## src/pkg/codec_ctl_pkg.sv

```systemverilog
// Constants, field positions and types shared by the codec control block.
// Assumes a single 50 MHz system clock and a 16-bit register word.
package codec_ctl_pkg;

  // ********************************
  // Register map
  // ********************************
  localparam logic [7:0] ADDR_PWR_MGMT_ONE  = 8'h08;
  localparam logic [7:0] ADDR_IRQ_STATUS    = 8'h1f;
  localparam logic [7:0] ADDR_IRQ_MASK      = 8'h27;
  localparam logic [7:0] ADDR_TIEOFF_CTRL   = 8'h4c;
  localparam logic [7:0] ADDR_POP_SUPPRESS  = 8'h4e;

  // ********************************
  // Field positions
  // ********************************
  localparam int RAMP_SPEED_LSB   = 8;
  localparam int MONO_B_DIS_LSB   = 6;
  localparam int MONO_A_DIS_LSB   = 4;
  localparam int PAIR_B_DIS_LSB   = 2;
  localparam int PAIR_A_DIS_LSB   = 0;
  localparam int TIEOFF_SEL_LSB   = 8;
  localparam int BUF_FORCE_BIT    = 13;
  localparam int IRQ_FIELD_LSB    = 8;
  localparam int JACK_LEFT_BIT    = 11;
  localparam int JACK_RIGHT_BIT   = 10;
  localparam int MIC_SHORT_BIT    = 9;
  localparam int MIC_PRESENT_BIT  = 8;

  // ********************************
  // Reset values
  // ********************************
  localparam logic [1:0] RATE_RESET       = 2'h0;
  localparam logic [3:0] TIEOFF_SEL_RESET = 4'h0;
  localparam logic       BUF_FORCE_RESET  = 1'b0;
  localparam logic [3:0] IRQ_MASK_RESET   = 4'h0;
  localparam logic [3:0] IRQ_STAT_RESET   = 4'h0;

  // ********************************
  // Timing
  // ********************************
  localparam int CLK_PERIOD_NS      = 20;
  localparam int SLOW_PERIOD_US     = 1000;
  localparam int SLOW_DIV_CYCLES    = SLOW_PERIOD_US * 1000 / CLK_PERIOD_NS;
  localparam logic [7:0] ZC_TIMEOUT_TICKS = 8'h10;

  typedef enum logic [1:0] {
    ZC_IDLE = 2'b01,
    ZC_WAIT = 2'b10
  } zc_state_t;

endpackage : codec_ctl_pkg

```

## src/design/codec_antipop_tieoff_irq_regs.sv

```systemverilog
// Register bank for codec pop suppression, output tie-off and codec interrupts.
// Assumes a host register port of one-cycle read and write strobes, and
// detector and enable inputs already synchronous to mclk.
`timescale 1ns/1ps
// What this block does
// - Bits 9:8 pick reference ramp speed: none, fast, medium, slow; reset 00.
// - Bits 7:6 set fourth mono output discharge rate or off; reset 00.
// - Bits 5:4 set third mono output discharge rate or off; reset 00.
// - Bits 3:2 set second stereo pair discharge rate or off; reset 00.
// - Bits 1:0 set first stereo pair discharge rate or off; reset 00.
// - Disabled output tied to mid-supply, low or high resistance by select.
// - Tie-off selects at bits 8 to 11, one per output, reset low.
// - Power register bit 13 forces tie-off buffers on; reset 0.
// - Pending gain change applied after timeout when no zero crossing, while the slow clock runs.
// - Codec interrupt built from four individually maskable events.
// - Status bits 11 to 8 set on both edges of their detectors.
// - Reading the status register clears its bits.
// - Mask bits 11:8 match status bits; 1 masks, 0 passes.
// - Mask bits reset to 0, all sources unmasked.
// - Mic events follow bias current against short and presence thresholds.
module codec_antipop_tieoff_irq_regs
  import codec_ctl_pkg::*;
#(
  parameter int SLOW_DIV = SLOW_DIV_CYCLES
)
(
  // Clock and reset
  input  wire logic        mclk,
  input  wire logic        rst,
  // Host register port
  input  wire logic [7:0]  reg_addr,
  input  wire logic [15:0] reg_wdata,
  input  wire logic        reg_wr,
  input  wire logic        reg_rd,
  output logic [15:0]      reg_rdata,
  output logic             reg_rvalid,
  // Output enables and tie-off controls
  input  wire logic [3:0]  output_enable,
  output logic [3:0]       tieoff_active,
  output logic [3:0]       tieoff_high_res,
  output logic             tieoff_buffer_force_on,
  // Pop suppression fields
  output logic [1:0]       ramp_speed,
  output logic [1:0]       mono_b_discharge_rate,
  output logic [1:0]       mono_a_discharge_rate,
  output logic [1:0]       pair_b_discharge_rate,
  output logic [1:0]       pair_a_discharge_rate,
  // Zero-cross timeout
  input  wire logic        slow_clock_enable,
  input  wire logic        zc_enable,
  input  wire logic        gain_pending,
  input  wire logic        zero_cross,
  output logic             gain_update,
  // Detectors
  input  wire logic        jack_left_level,
  input  wire logic        jack_right_level,
  input  wire logic        mic_over_short_threshold,
  input  wire logic        mic_over_present_threshold,
  // Interrupt
  output logic             audio_first_level_irq
);

  logic [3:0]  tieoff_sel_reg;
  logic [3:0]  mask_reg;
  logic [3:0]  mask_next;
  logic [3:0]  status_reg;
  logic [3:0]  status_next;
  logic [3:0]  det_level;
  logic [3:0]  det_prev_reg;
  logic [3:0]  det_event;
  logic [31:0] div_cnt_reg;
  logic        slow_tick_reg;
  logic        wr_pop;
  logic        wr_pwr;
  logic        wr_tieoff;
  logic        wr_mask;
  logic        rd_status;

  assign wr_pop    = reg_wr && (reg_addr == ADDR_POP_SUPPRESS);
  assign wr_pwr    = reg_wr && (reg_addr == ADDR_PWR_MGMT_ONE);
  assign wr_tieoff = reg_wr && (reg_addr == ADDR_TIEOFF_CTRL);
  assign wr_mask   = reg_wr && (reg_addr == ADDR_IRQ_MASK);
  assign rd_status = reg_rd && (reg_addr == ADDR_IRQ_STATUS);

  // ********************************
  // Pop suppression fields
  // ********************************
  // ramp speed field
  always_ff @(posedge mclk or posedge rst) begin
    if (rst) begin
      ramp_speed <= RATE_RESET;
    end else if (wr_pop) begin
      ramp_speed <= reg_wdata[RAMP_SPEED_LSB +: 2];
    end
  end

  always_ff @(posedge mclk or posedge rst) begin
    if (rst) begin
      mono_b_discharge_rate <= RATE_RESET;
      mono_a_discharge_rate <= RATE_RESET;
      pair_b_discharge_rate <= RATE_RESET;
      pair_a_discharge_rate <= RATE_RESET;
    end else if (wr_pop) begin
      mono_b_discharge_rate <= reg_wdata[MONO_B_DIS_LSB +: 2];
      mono_a_discharge_rate <= reg_wdata[MONO_A_DIS_LSB +: 2];
      pair_b_discharge_rate <= reg_wdata[PAIR_B_DIS_LSB +: 2];
      pair_a_discharge_rate <= reg_wdata[PAIR_A_DIS_LSB +: 2];
    end
  end

  // ********************************
  // Tie-off control
  // ********************************
  // per-output resistance selects
  always_ff @(posedge mclk or posedge rst) begin
    if (rst) begin
      tieoff_sel_reg <= TIEOFF_SEL_RESET;
    end else if (wr_tieoff) begin
      tieoff_sel_reg <= reg_wdata[TIEOFF_SEL_LSB +: 4];
    end
  end

  always_ff @(posedge mclk or posedge rst) begin
    if (rst) begin
      tieoff_buffer_force_on <= BUF_FORCE_RESET;
    end else if (wr_pwr) begin
      tieoff_buffer_force_on <= reg_wdata[BUF_FORCE_BIT];
    end
  end

  always_ff @(posedge mclk or posedge rst) begin
    if (rst) begin
      tieoff_active   <= 4'hf;
      tieoff_high_res <= 4'h0;
    end else begin
      tieoff_active   <= ~output_enable;
      tieoff_high_res <= tieoff_sel_reg & ~output_enable;
    end
  end

  // ********************************
  // Slow clock and zero-cross timeout
  // ********************************
  // ticks only while software runs the slow clock
  always_ff @(posedge mclk or posedge rst) begin
    if (rst) begin
      div_cnt_reg   <= 32'h0;
      slow_tick_reg <= 1'b0;
    end else if (!slow_clock_enable) begin
      div_cnt_reg   <= 32'h0;
      slow_tick_reg <= 1'b0;
    end else if (div_cnt_reg == 32'(SLOW_DIV - 1)) begin
      div_cnt_reg   <= 32'h0;
      slow_tick_reg <= 1'b1;
    end else begin
      div_cnt_reg   <= div_cnt_reg + 32'h1;
      slow_tick_reg <= 1'b0;
    end
  end

  zero_cross_timeout u_zc (
    .mclk         (mclk),
    .rst          (rst),
    .slow_tick    (slow_tick_reg),
    .zc_enable    (zc_enable),
    .gain_pending (gain_pending),
    .zero_cross   (zero_cross),
    .gain_update  (gain_update)
  );

  // ********************************
  // Codec interrupts
  // ********************************
  // comparator levels per event
  assign det_level = {jack_left_level, jack_right_level,
                      mic_over_short_threshold, mic_over_present_threshold};

  always_ff @(posedge mclk or posedge rst) begin
    if (rst) begin
      det_prev_reg <= 4'h0;
    end else begin
      det_prev_reg <= det_level;
    end
  end

  genvar gi;
  generate
    for (gi = 0; gi < 4; gi++) begin : g_evt
      assign det_event[gi]   = det_level[gi] ^ det_prev_reg[gi];
      // Set beats the read clear so no edge is lost
      assign status_next[gi] = det_event[gi] | (status_reg[gi] & ~rd_status);
    end
  endgenerate

  always_ff @(posedge mclk or posedge rst) begin
    if (rst) begin
      status_reg <= IRQ_STAT_RESET;
    end else begin
      status_reg <= status_next;
    end
  end

  assign mask_next = wr_mask ? reg_wdata[IRQ_FIELD_LSB +: 4] : mask_reg;

  always_ff @(posedge mclk or posedge rst) begin
    if (rst) begin
      mask_reg <= IRQ_MASK_RESET;
    end else begin
      mask_reg <= mask_next;
    end
  end

  // unmasked latched bits drive the interrupt
  always_ff @(posedge mclk or posedge rst) begin
    if (rst) begin
      audio_first_level_irq <= 1'b0;
    end else begin
      audio_first_level_irq <= |(status_next & ~mask_next);
    end
  end

  // ********************************
  // Read path
  // ********************************
  // Unmapped addresses read zero
  always_ff @(posedge mclk or posedge rst) begin
    if (rst) begin
      reg_rdata  <= 16'h0000;
      reg_rvalid <= 1'b0;
    end else begin
      reg_rvalid <= reg_rd;
      if (reg_rd) begin
        case (reg_addr)
          ADDR_POP_SUPPRESS:
            reg_rdata <= {6'h00, ramp_speed, mono_b_discharge_rate, mono_a_discharge_rate,
                          pair_b_discharge_rate, pair_a_discharge_rate};
          ADDR_TIEOFF_CTRL:  reg_rdata <= {4'h0, tieoff_sel_reg, 8'h00};
          ADDR_PWR_MGMT_ONE: reg_rdata <= {2'h0, tieoff_buffer_force_on, 13'h0000};
          ADDR_IRQ_STATUS:   reg_rdata <= {4'h0, status_reg, 8'h00};
          ADDR_IRQ_MASK:     reg_rdata <= {4'h0, mask_reg, 8'h00};
          default:           reg_rdata <= 16'h0000;
        endcase
      end
    end
  end
endmodule : codec_antipop_tieoff_irq_regs

```

## src/design/zero_cross_timeout.sv

```systemverilog
// Zero-cross timeout unit for one gain stage.
// Assumes slow_tick is a one-cycle enable from the slow clock divider.
`timescale 1ns/1ps
module zero_cross_timeout
  import codec_ctl_pkg::*;
(
  // Clock and reset
  input  wire logic mclk,
  input  wire logic rst,
  // Slow rate enable
  input  wire logic slow_tick,
  // Gain stage
  input  wire logic zc_enable,
  input  wire logic gain_pending,
  input  wire logic zero_cross,
  output logic      gain_update
);

  zc_state_t  state_reg;
  logic [7:0] tick_reg;

  // ********************************
  // Timeout sequencing
  // ********************************
  // forced gain update
  always_ff @(posedge mclk or posedge rst) begin
    if (rst) begin
      state_reg   <= ZC_IDLE;
      tick_reg    <= 8'h00;
      gain_update <= 1'b0;
    end else begin
      gain_update <= 1'b0;
      case (state_reg)
        ZC_IDLE: begin
          tick_reg <= 8'h00;
          if (zc_enable && gain_pending) begin
            state_reg <= ZC_WAIT;
          end
        end
        ZC_WAIT: begin
          if (!zc_enable || !gain_pending) begin
            state_reg <= ZC_IDLE;
          end else if (zero_cross) begin
            // Crossing found in time, apply now
            gain_update <= 1'b1;
            state_reg   <= ZC_IDLE;
          end else if (slow_tick) begin
            // Ticks stop with the slow clock, so the wait stretches
            if (tick_reg == ZC_TIMEOUT_TICKS - 8'h01) begin
              gain_update <= 1'b1;
              state_reg   <= ZC_IDLE;
            end else begin
              tick_reg <= tick_reg + 8'h01;
            end
          end
        end
        default: state_reg <= ZC_IDLE;
      endcase
    end
  end
endmodule : zero_cross_timeout

```

## config.mk

```make
export PLATFORM = sky130hd
export DESIGN_NAME = codec_antipop_tieoff_irq_regs
export DESIGN_NICKNAME = d
export VERILOG_FILES = /design/src/pkg/codec_ctl_pkg.sv /design/src/design/codec_antipop_tieoff_irq_regs.sv /design/src/design/zero_cross_timeout.sv
export SDC_FILE = /design/constraint.sdc
export NUM_CORES = 1
export LEC_CHECK = 0
export BUFFER_PORTS_ARGS = -buffer_cell sky130_fd_sc_hd__buf_2
export CAP_MARGIN = 20
export CORE_MARGIN = 2
export CORE_UTILIZATION = 55
export DETAILED_ROUTE_END_ITERATION = 6
export PLACE_DENSITY_LB_ADDON = 0.08
export SLEW_MARGIN = 40
export SYNTH_ARGS = -nofsm -noshare
export SYNTH_HDL_FRONTEND = slang
export SYNTH_SLANG_ARGS = --single-unit
```

## constraint.sdc

```tcl
create_clock -name mclk -period 4.33 [get_ports mclk]
set_input_delay 0.866 -clock mclk [delete_from_list [all_inputs] [get_ports mclk]]
set_output_delay 0.866 -clock mclk [all_outputs]
set_load 0.02 [all_outputs]
```

# After elaboration in Yosys (flattened, before gate mapping)
# Cells that the tools add are included.
[word_totals] romBits=0 ramBits=0 latch_bits=0 register_bits=97 in_bits=40 output_inout_bits=38 word_cells=90 memories=0
[classes] shifts=0 n_div=0 eq_ne=16 n_reduce_logical=13 mux=22 n_addsub=2 bitwise_logic=17 n_mul=0 n_lt_le_gt_ge=0
[op_table] op="$pmux W14 S5" n=1
[op_table] op="$mux W32" n=2
[op_table] op="$add A32 B1 Y32 const B" n=1
[op_table] op="$eq A32 B16 Y1 const B" n=1
[op_table] op="$mux W8" n=4
[op_table] op="$eq A8 B4 Y1 const B" n=2
[op_table] op="$eq A8 B7 Y1 const B" n=2
[op_table] op="$pmux W8 S2" n=1
[op_table] op="$mux W2" n=5
[op_table] op="$add A8 B1 Y8 const B" n=1
[op_table] op="$and A4 B4 Y4" n=2
[op_table] op="$eq A8 B5 Y1 const B" n=1
[op_table] op="$eq A8 B6 Y1 const B" n=1
[op_table] op="$ne A2 B2 Y1 const B" n=4
[op_table] op="$not A4 Y4" n=2
[op_table] op="$mux W1" n=7
[op_table] op="$logic_and A1 B1 Y1" n=6
[op_table] op="$reduce_and A5 Y1" n=1
[op_table] op="$and A1 B1 Y1" n=4
[op_table] op="$mux W4" n=1
[op_table] op="$ne A4 B2 Y1 const B" n=1
[op_table] op="$ne A4 B3 Y1 const B" n=1
[op_table] op="$or A1 B1 Y1" n=4
[op_table] op="$pmux W2 S2" n=1
[op_table] op="10 further kinds" n=14

# Depth between registers and ports, before layout
[logic_depth] ltp_word=7 mapped_depth=7 mapped_depth_nobuf=6

# Modules after synthesis
# From an unflattened synthesis, not the netlist that was laid out.
[hier_totals] hier_cells=400 area_unflattened_um2=4321.6
[by_module_without_submodules] mod="codec_antipop_tieoff_irq_regs" n_inst=1 seq_area_each_um2=2082.0 cells_per_inst=334 area_each_um2=3686.0
[by_module_without_submodules] mod="zero_cross_timeout" n_inst=1 seq_area_each_um2=276.5 cells_per_inst=66 area_each_um2=635.6

# Worst setup path after synthesis
# Ideal clock, no wire load.
[synth_timing] kind="input-to-reg" from="input port reg_addr[7]" to="register audio_first_level_irq" path_buffers=0 setup_slack_ns=2.122 arrival_time_ns=2.069 required_time_ns=4.192 setup_ns=0.138 path_stages=5 path_cell_list="nand4bb_4 -> or4_4 -> a21oi_1 -> o22a_1 -> o221ai_1"
[synth_via] elab_chain_len=7 word_cells_on_any_way=17 classes_between="eq/ne: 2; mux: 1; bitwise: 11; reduce/logical: 3"
[synth_rtl] item="start: declaration" line="codec_antipop_tieoff_irq_regs.sv:31" rtl="input wire logic [7:0] reg_addr,"
[synth_rtl] item="$eq A8 B5 Y1" line="codec_antipop_tieoff_irq_regs.sv:83" rtl="assign rd_status = reg_rd && (reg_addr == ADDR_IRQ_STATUS);"
[synth_rtl] item="$logic_and A1 B1 Y1" line="codec_antipop_tieoff_irq_regs.sv:83"
[synth_rtl] item="$not A1 Y1" line="codec_antipop_tieoff_irq_regs.sv:191" rtl="assign status_next[gi] = det_event[gi] | (status_reg[gi] & ~rd_status);"
[synth_rtl] item="$and A1 B1 Y1" line="codec_antipop_tieoff_irq_regs.sv:191"
[synth_rtl] item="$or A1 B1 Y1" line="codec_antipop_tieoff_irq_regs.sv:191"
[synth_rtl] item="$and A4 B4 Y4 *" line="codec_antipop_tieoff_irq_regs.sv:218" rtl="audio_first_level_irq <= |(status_next & ~mask_next);"
[synth_rtl] item="$reduce_or A4 Y1 *" line="codec_antipop_tieoff_irq_regs.sv:218"
[synth_rtl] item="end signal: assignment" line="codec_antipop_tieoff_irq_regs.sv:218"
[synth_rtl] item="end: declaration" line="codec_antipop_tieoff_irq_regs.sv:60" rtl="output logic audio_first_level_irq"
# Mark *: on every way between the ends. The rest lies on a longest branch, timed or not.
# A chain may end at the register's enable or synchronous reset.

# Worst setup path after layout
[layout_timing] from="input port reg_rd" to="register audio_first_level_irq"
[layout_via] elab_chain_len=6 word_cells_on_any_way=12 classes_between="bitwise: 10; reduce/logical: 2"
[layout_rtl] item="start: declaration" line="codec_antipop_tieoff_irq_regs.sv:34" rtl="input wire logic reg_rd,"
[layout_rtl] item="$logic_and A1 B1 Y1 *" line="codec_antipop_tieoff_irq_regs.sv:83"
[layout_rtl] item="$not A1 Y1 *" line="codec_antipop_tieoff_irq_regs.sv:191"
[layout_rtl] item="$and A1 B1 Y1" line="codec_antipop_tieoff_irq_regs.sv:191"
[layout_rtl] item="$or A1 B1 Y1" line="codec_antipop_tieoff_irq_regs.sv:191"
[layout_rtl] item="$and A4 B4 Y4 *" line="codec_antipop_tieoff_irq_regs.sv:218"
[layout_rtl] item="$reduce_or A4 Y1 *" line="codec_antipop_tieoff_irq_regs.sv:218"
# Marks and branches as above.

==> impl_metrics.ini <==
[status]
status = finished clean

[critical_path]
rr_startpoint = div_cnt_reg[18]$_DFF_PP0_
crit_fanout = 13
startpoint_type = input port
critPathRequiredTime_ps = 4560
arrival_ps = 2490
crit_path_end_kind = register
reg2reg_to = div_cnt_reg[4]$_DFF_PP0_
crit_type = input port to register
r2r_setup_slack_ps = 2350
reg2reg_depth = 5

[timing]
final-hold-violation-count = 0
min_period_over_period_pct = 52.1
fin_skew_ps = 16.9
setup_viol = 0
rsz0062_at_grt = no
worst_pin_slew_ps = 688
fin_crit_ps = 2260
tns_ps = 0
max_freq_ghz = 0.443
slew_headroom_pct = 53.9
worst_slack_ps = 2070
maxSlewViolCount = 0

[synth]
synth_seq_area_share_pct = 55.1
yosysUniqueCellTypes = 53
synth-seq-cells = 94
async_flop_share_pct = 100
ys.warnings.count = 0
synth_cells = 391
syn_area_per_cell_sq_um = 10.9
syn_area_sq_mm = 0.00428
synth_edf_count = 0
dominantRegCellSynth = dfrtp_1

[cts]
clock-sinks = 94
cts_setup_buffers = 0
clk_latency_ps = 360
clkSlewWorstSetupHoldPaths_ps = 90
cts_tree = done
clockRootBuffer = clkbuf_8
hold_buffers = 0
clockBufferDepth = 2
cts_resized = 0
cts_buffers = 9
htreeDepth = 3

[place]
io_buffers = 71
placed_cell_area_sq_mm = 0.00472
pre_cts_ws_ps = 1700
dp_cells = 556
hpwl_microns = 6080
gp_congestion = 0.833

[min_path]
min_to = div_cnt_reg[0]$_DFF_PP0_
hold_class = register to register
holdPathStages = 1
min_from = div_cnt_reg[0]$_DFF_PP0_

[routing]
dr.pass1.iters = 7
wl_per_cell_microns = 14.8
vias = 3135
drc = 0
wirelength_microns = 8490
ant_nets = 0
drt-vias-per-instance = 5.48
drtIter0Drc = 184

[final_layout]
most-common-layout-cells = dfrtp_1 (89), buf_2 (71), nor2_1 (39)
finish.net_count = 507
finalNonFillerCells = 572
largest_register_ffs = 32
final_area_sq_mm = 0.00490
n_antenna_cell = 0
final_common_cell = dfrtp_1
seq_area_sq_mm = 0.00236
fill_cells = 648
drive_gt1_share_pct = 27.2
area_delta_synth_final_pct = 14.5
multiInputGateArea_sq_mm = 0.00179

[power_and_ir_drop]
power.total_uw = 1540
switchingPower_uw = 394
swShare_pct = 25.6
seqPwrFrac_pct = 58.8
p_int_uw = 1150
ir_worst_vdd_uv = 250
power_leakage_uw = 0.00229
pwr-share-comb_pct = 6.7
pwr_density_cell_mw_per_mm2 = 315
clock_power_share_pct = 34.5

[grt]
antenna_found_initial = 0
track_usage_pct = 21.1
grt_pass1_vias = 2983
grt_max_degree = 51
grt_pass1_wl_microns = 14300
grt.overflow.total = 0

[floorplan]
coreArea_sq_mm = 0.00765
pin_count = 78
dieArea_sq_mm = 0.00850
chipWidth_microns = 92.2
fp.dieH_microns = 92.2
start_util_pct = 56.0
num_rows = 32

[job]
cap_violations = 0
worst max-delay path by stage:
stage	from	endpoint	depth (start not counted)
6_report	reg_rd	audio_first_level_irq$_DFF_PP0_	6
5_1_grt	reg_rd	audio_first_level_irq$_DFF_PP0_	6
4_1_cts	reg_rd	audio_first_level_irq$_DFF_PP0_	6
3_5_place_dp	reg_rd	audio_first_level_irq$_DFF_PP0_	6
3_3_place_gp	reg_rd	audio_first_level_irq$_DFF_PP0_	6
2_1_floorplan	rst	audio_first_level_irq$_DFF_PP0_	1
logic make-up (layout without fill, tap and decap cells):
logic type / count (synthesis) / after routing / share of synthesized area [%]
and+or+nand+nor: 163 / 163 / 21.1
DFF: 94 / 94 / 55.1
other: 1 / 3 / 0.0876
buffers and inverters: 30 / 107 / 3.24
muxes: 19 / 19 / 5.00
xor gates and xnor gates: 33 / 33 / 6.75
adders and majority gates: 2 / 2 / 0.585
AOI/OAI and AO/OA: 49 / 49 / 8.16
area by class of cell:
class	instances	area share, %
flip-flops and latches	94	48.1
clock inverters	7	1.07
repair buffers	74	7.71
inverters	17	1.40
multi-input cells	269	36.5
well taps	102	2.60
clock buffers	9	2.53
per-stage QoR:
step	utilization, %	hold slack, ps
floorplan	-	424
global placement	61.7	440
detailed placement	61.8	448
CTS	64.1	461
global route	64.1	493
finish	64.1	461
critical path: stages:
cell and delay, ps:
buf_2 220, inv_1 270, or4_4 650, a21oi_1 210, o22a_1 170, o221ai_1 100
synth_stat cells (3+ instances only):
cell / instances / share of area [%]
nand2b_1: 5 / 0.73
nand4_1: 7 / 1.0
nor2b_1: 4 / 0.58
nor3_1: 11 / 1.3
nand3_1: 20 / 2.3
and4_1: 3 / 0.61
o21ai_0: 6 / 0.70
clkbuf_1: 4 / 0.35
nand2_1: 30 / 2.6
dfrtp_1: 89 / 52
nor2_1: 39 / 3.4
a21oi_1: 16 / 1.9
o2bb2ai_1: 10 / 2.0
xnor2_1: 22 / 4.5
a222oi_1: 4 / 0.94
dfstp_2: 5 / 3.1
mux2_2: 19 / 5.0
nor4_1: 12 / 1.8
inv_1: 17 / 1.5
xor2_1: 11 / 2.3
and3_1: 10 / 1.5
buf_2: 3 / 0.35
or3_1: 3 / 0.44
buf_4: 6 / 1.1
power by group through the flow:
stage	clock [uW]	sequential [uW]	combinational [uW]
final	533	907	103
after global routing	584	910	116
after CTS	547	907	106
after detailed placement	0	925	105
after global placement	0	924	102
after floorplan	0	932	54.4
routing by layer:
layer  routed length, microns  vias up  GRT usage (%)
li1                         -     1530              -
met1                     4050     1526           30.2
met4                       86        0           6.09
met2                     4010       69           32.7
met5                        0        -              0
met3                      343       10           4.52
Power figures use the tool's default switching activity.
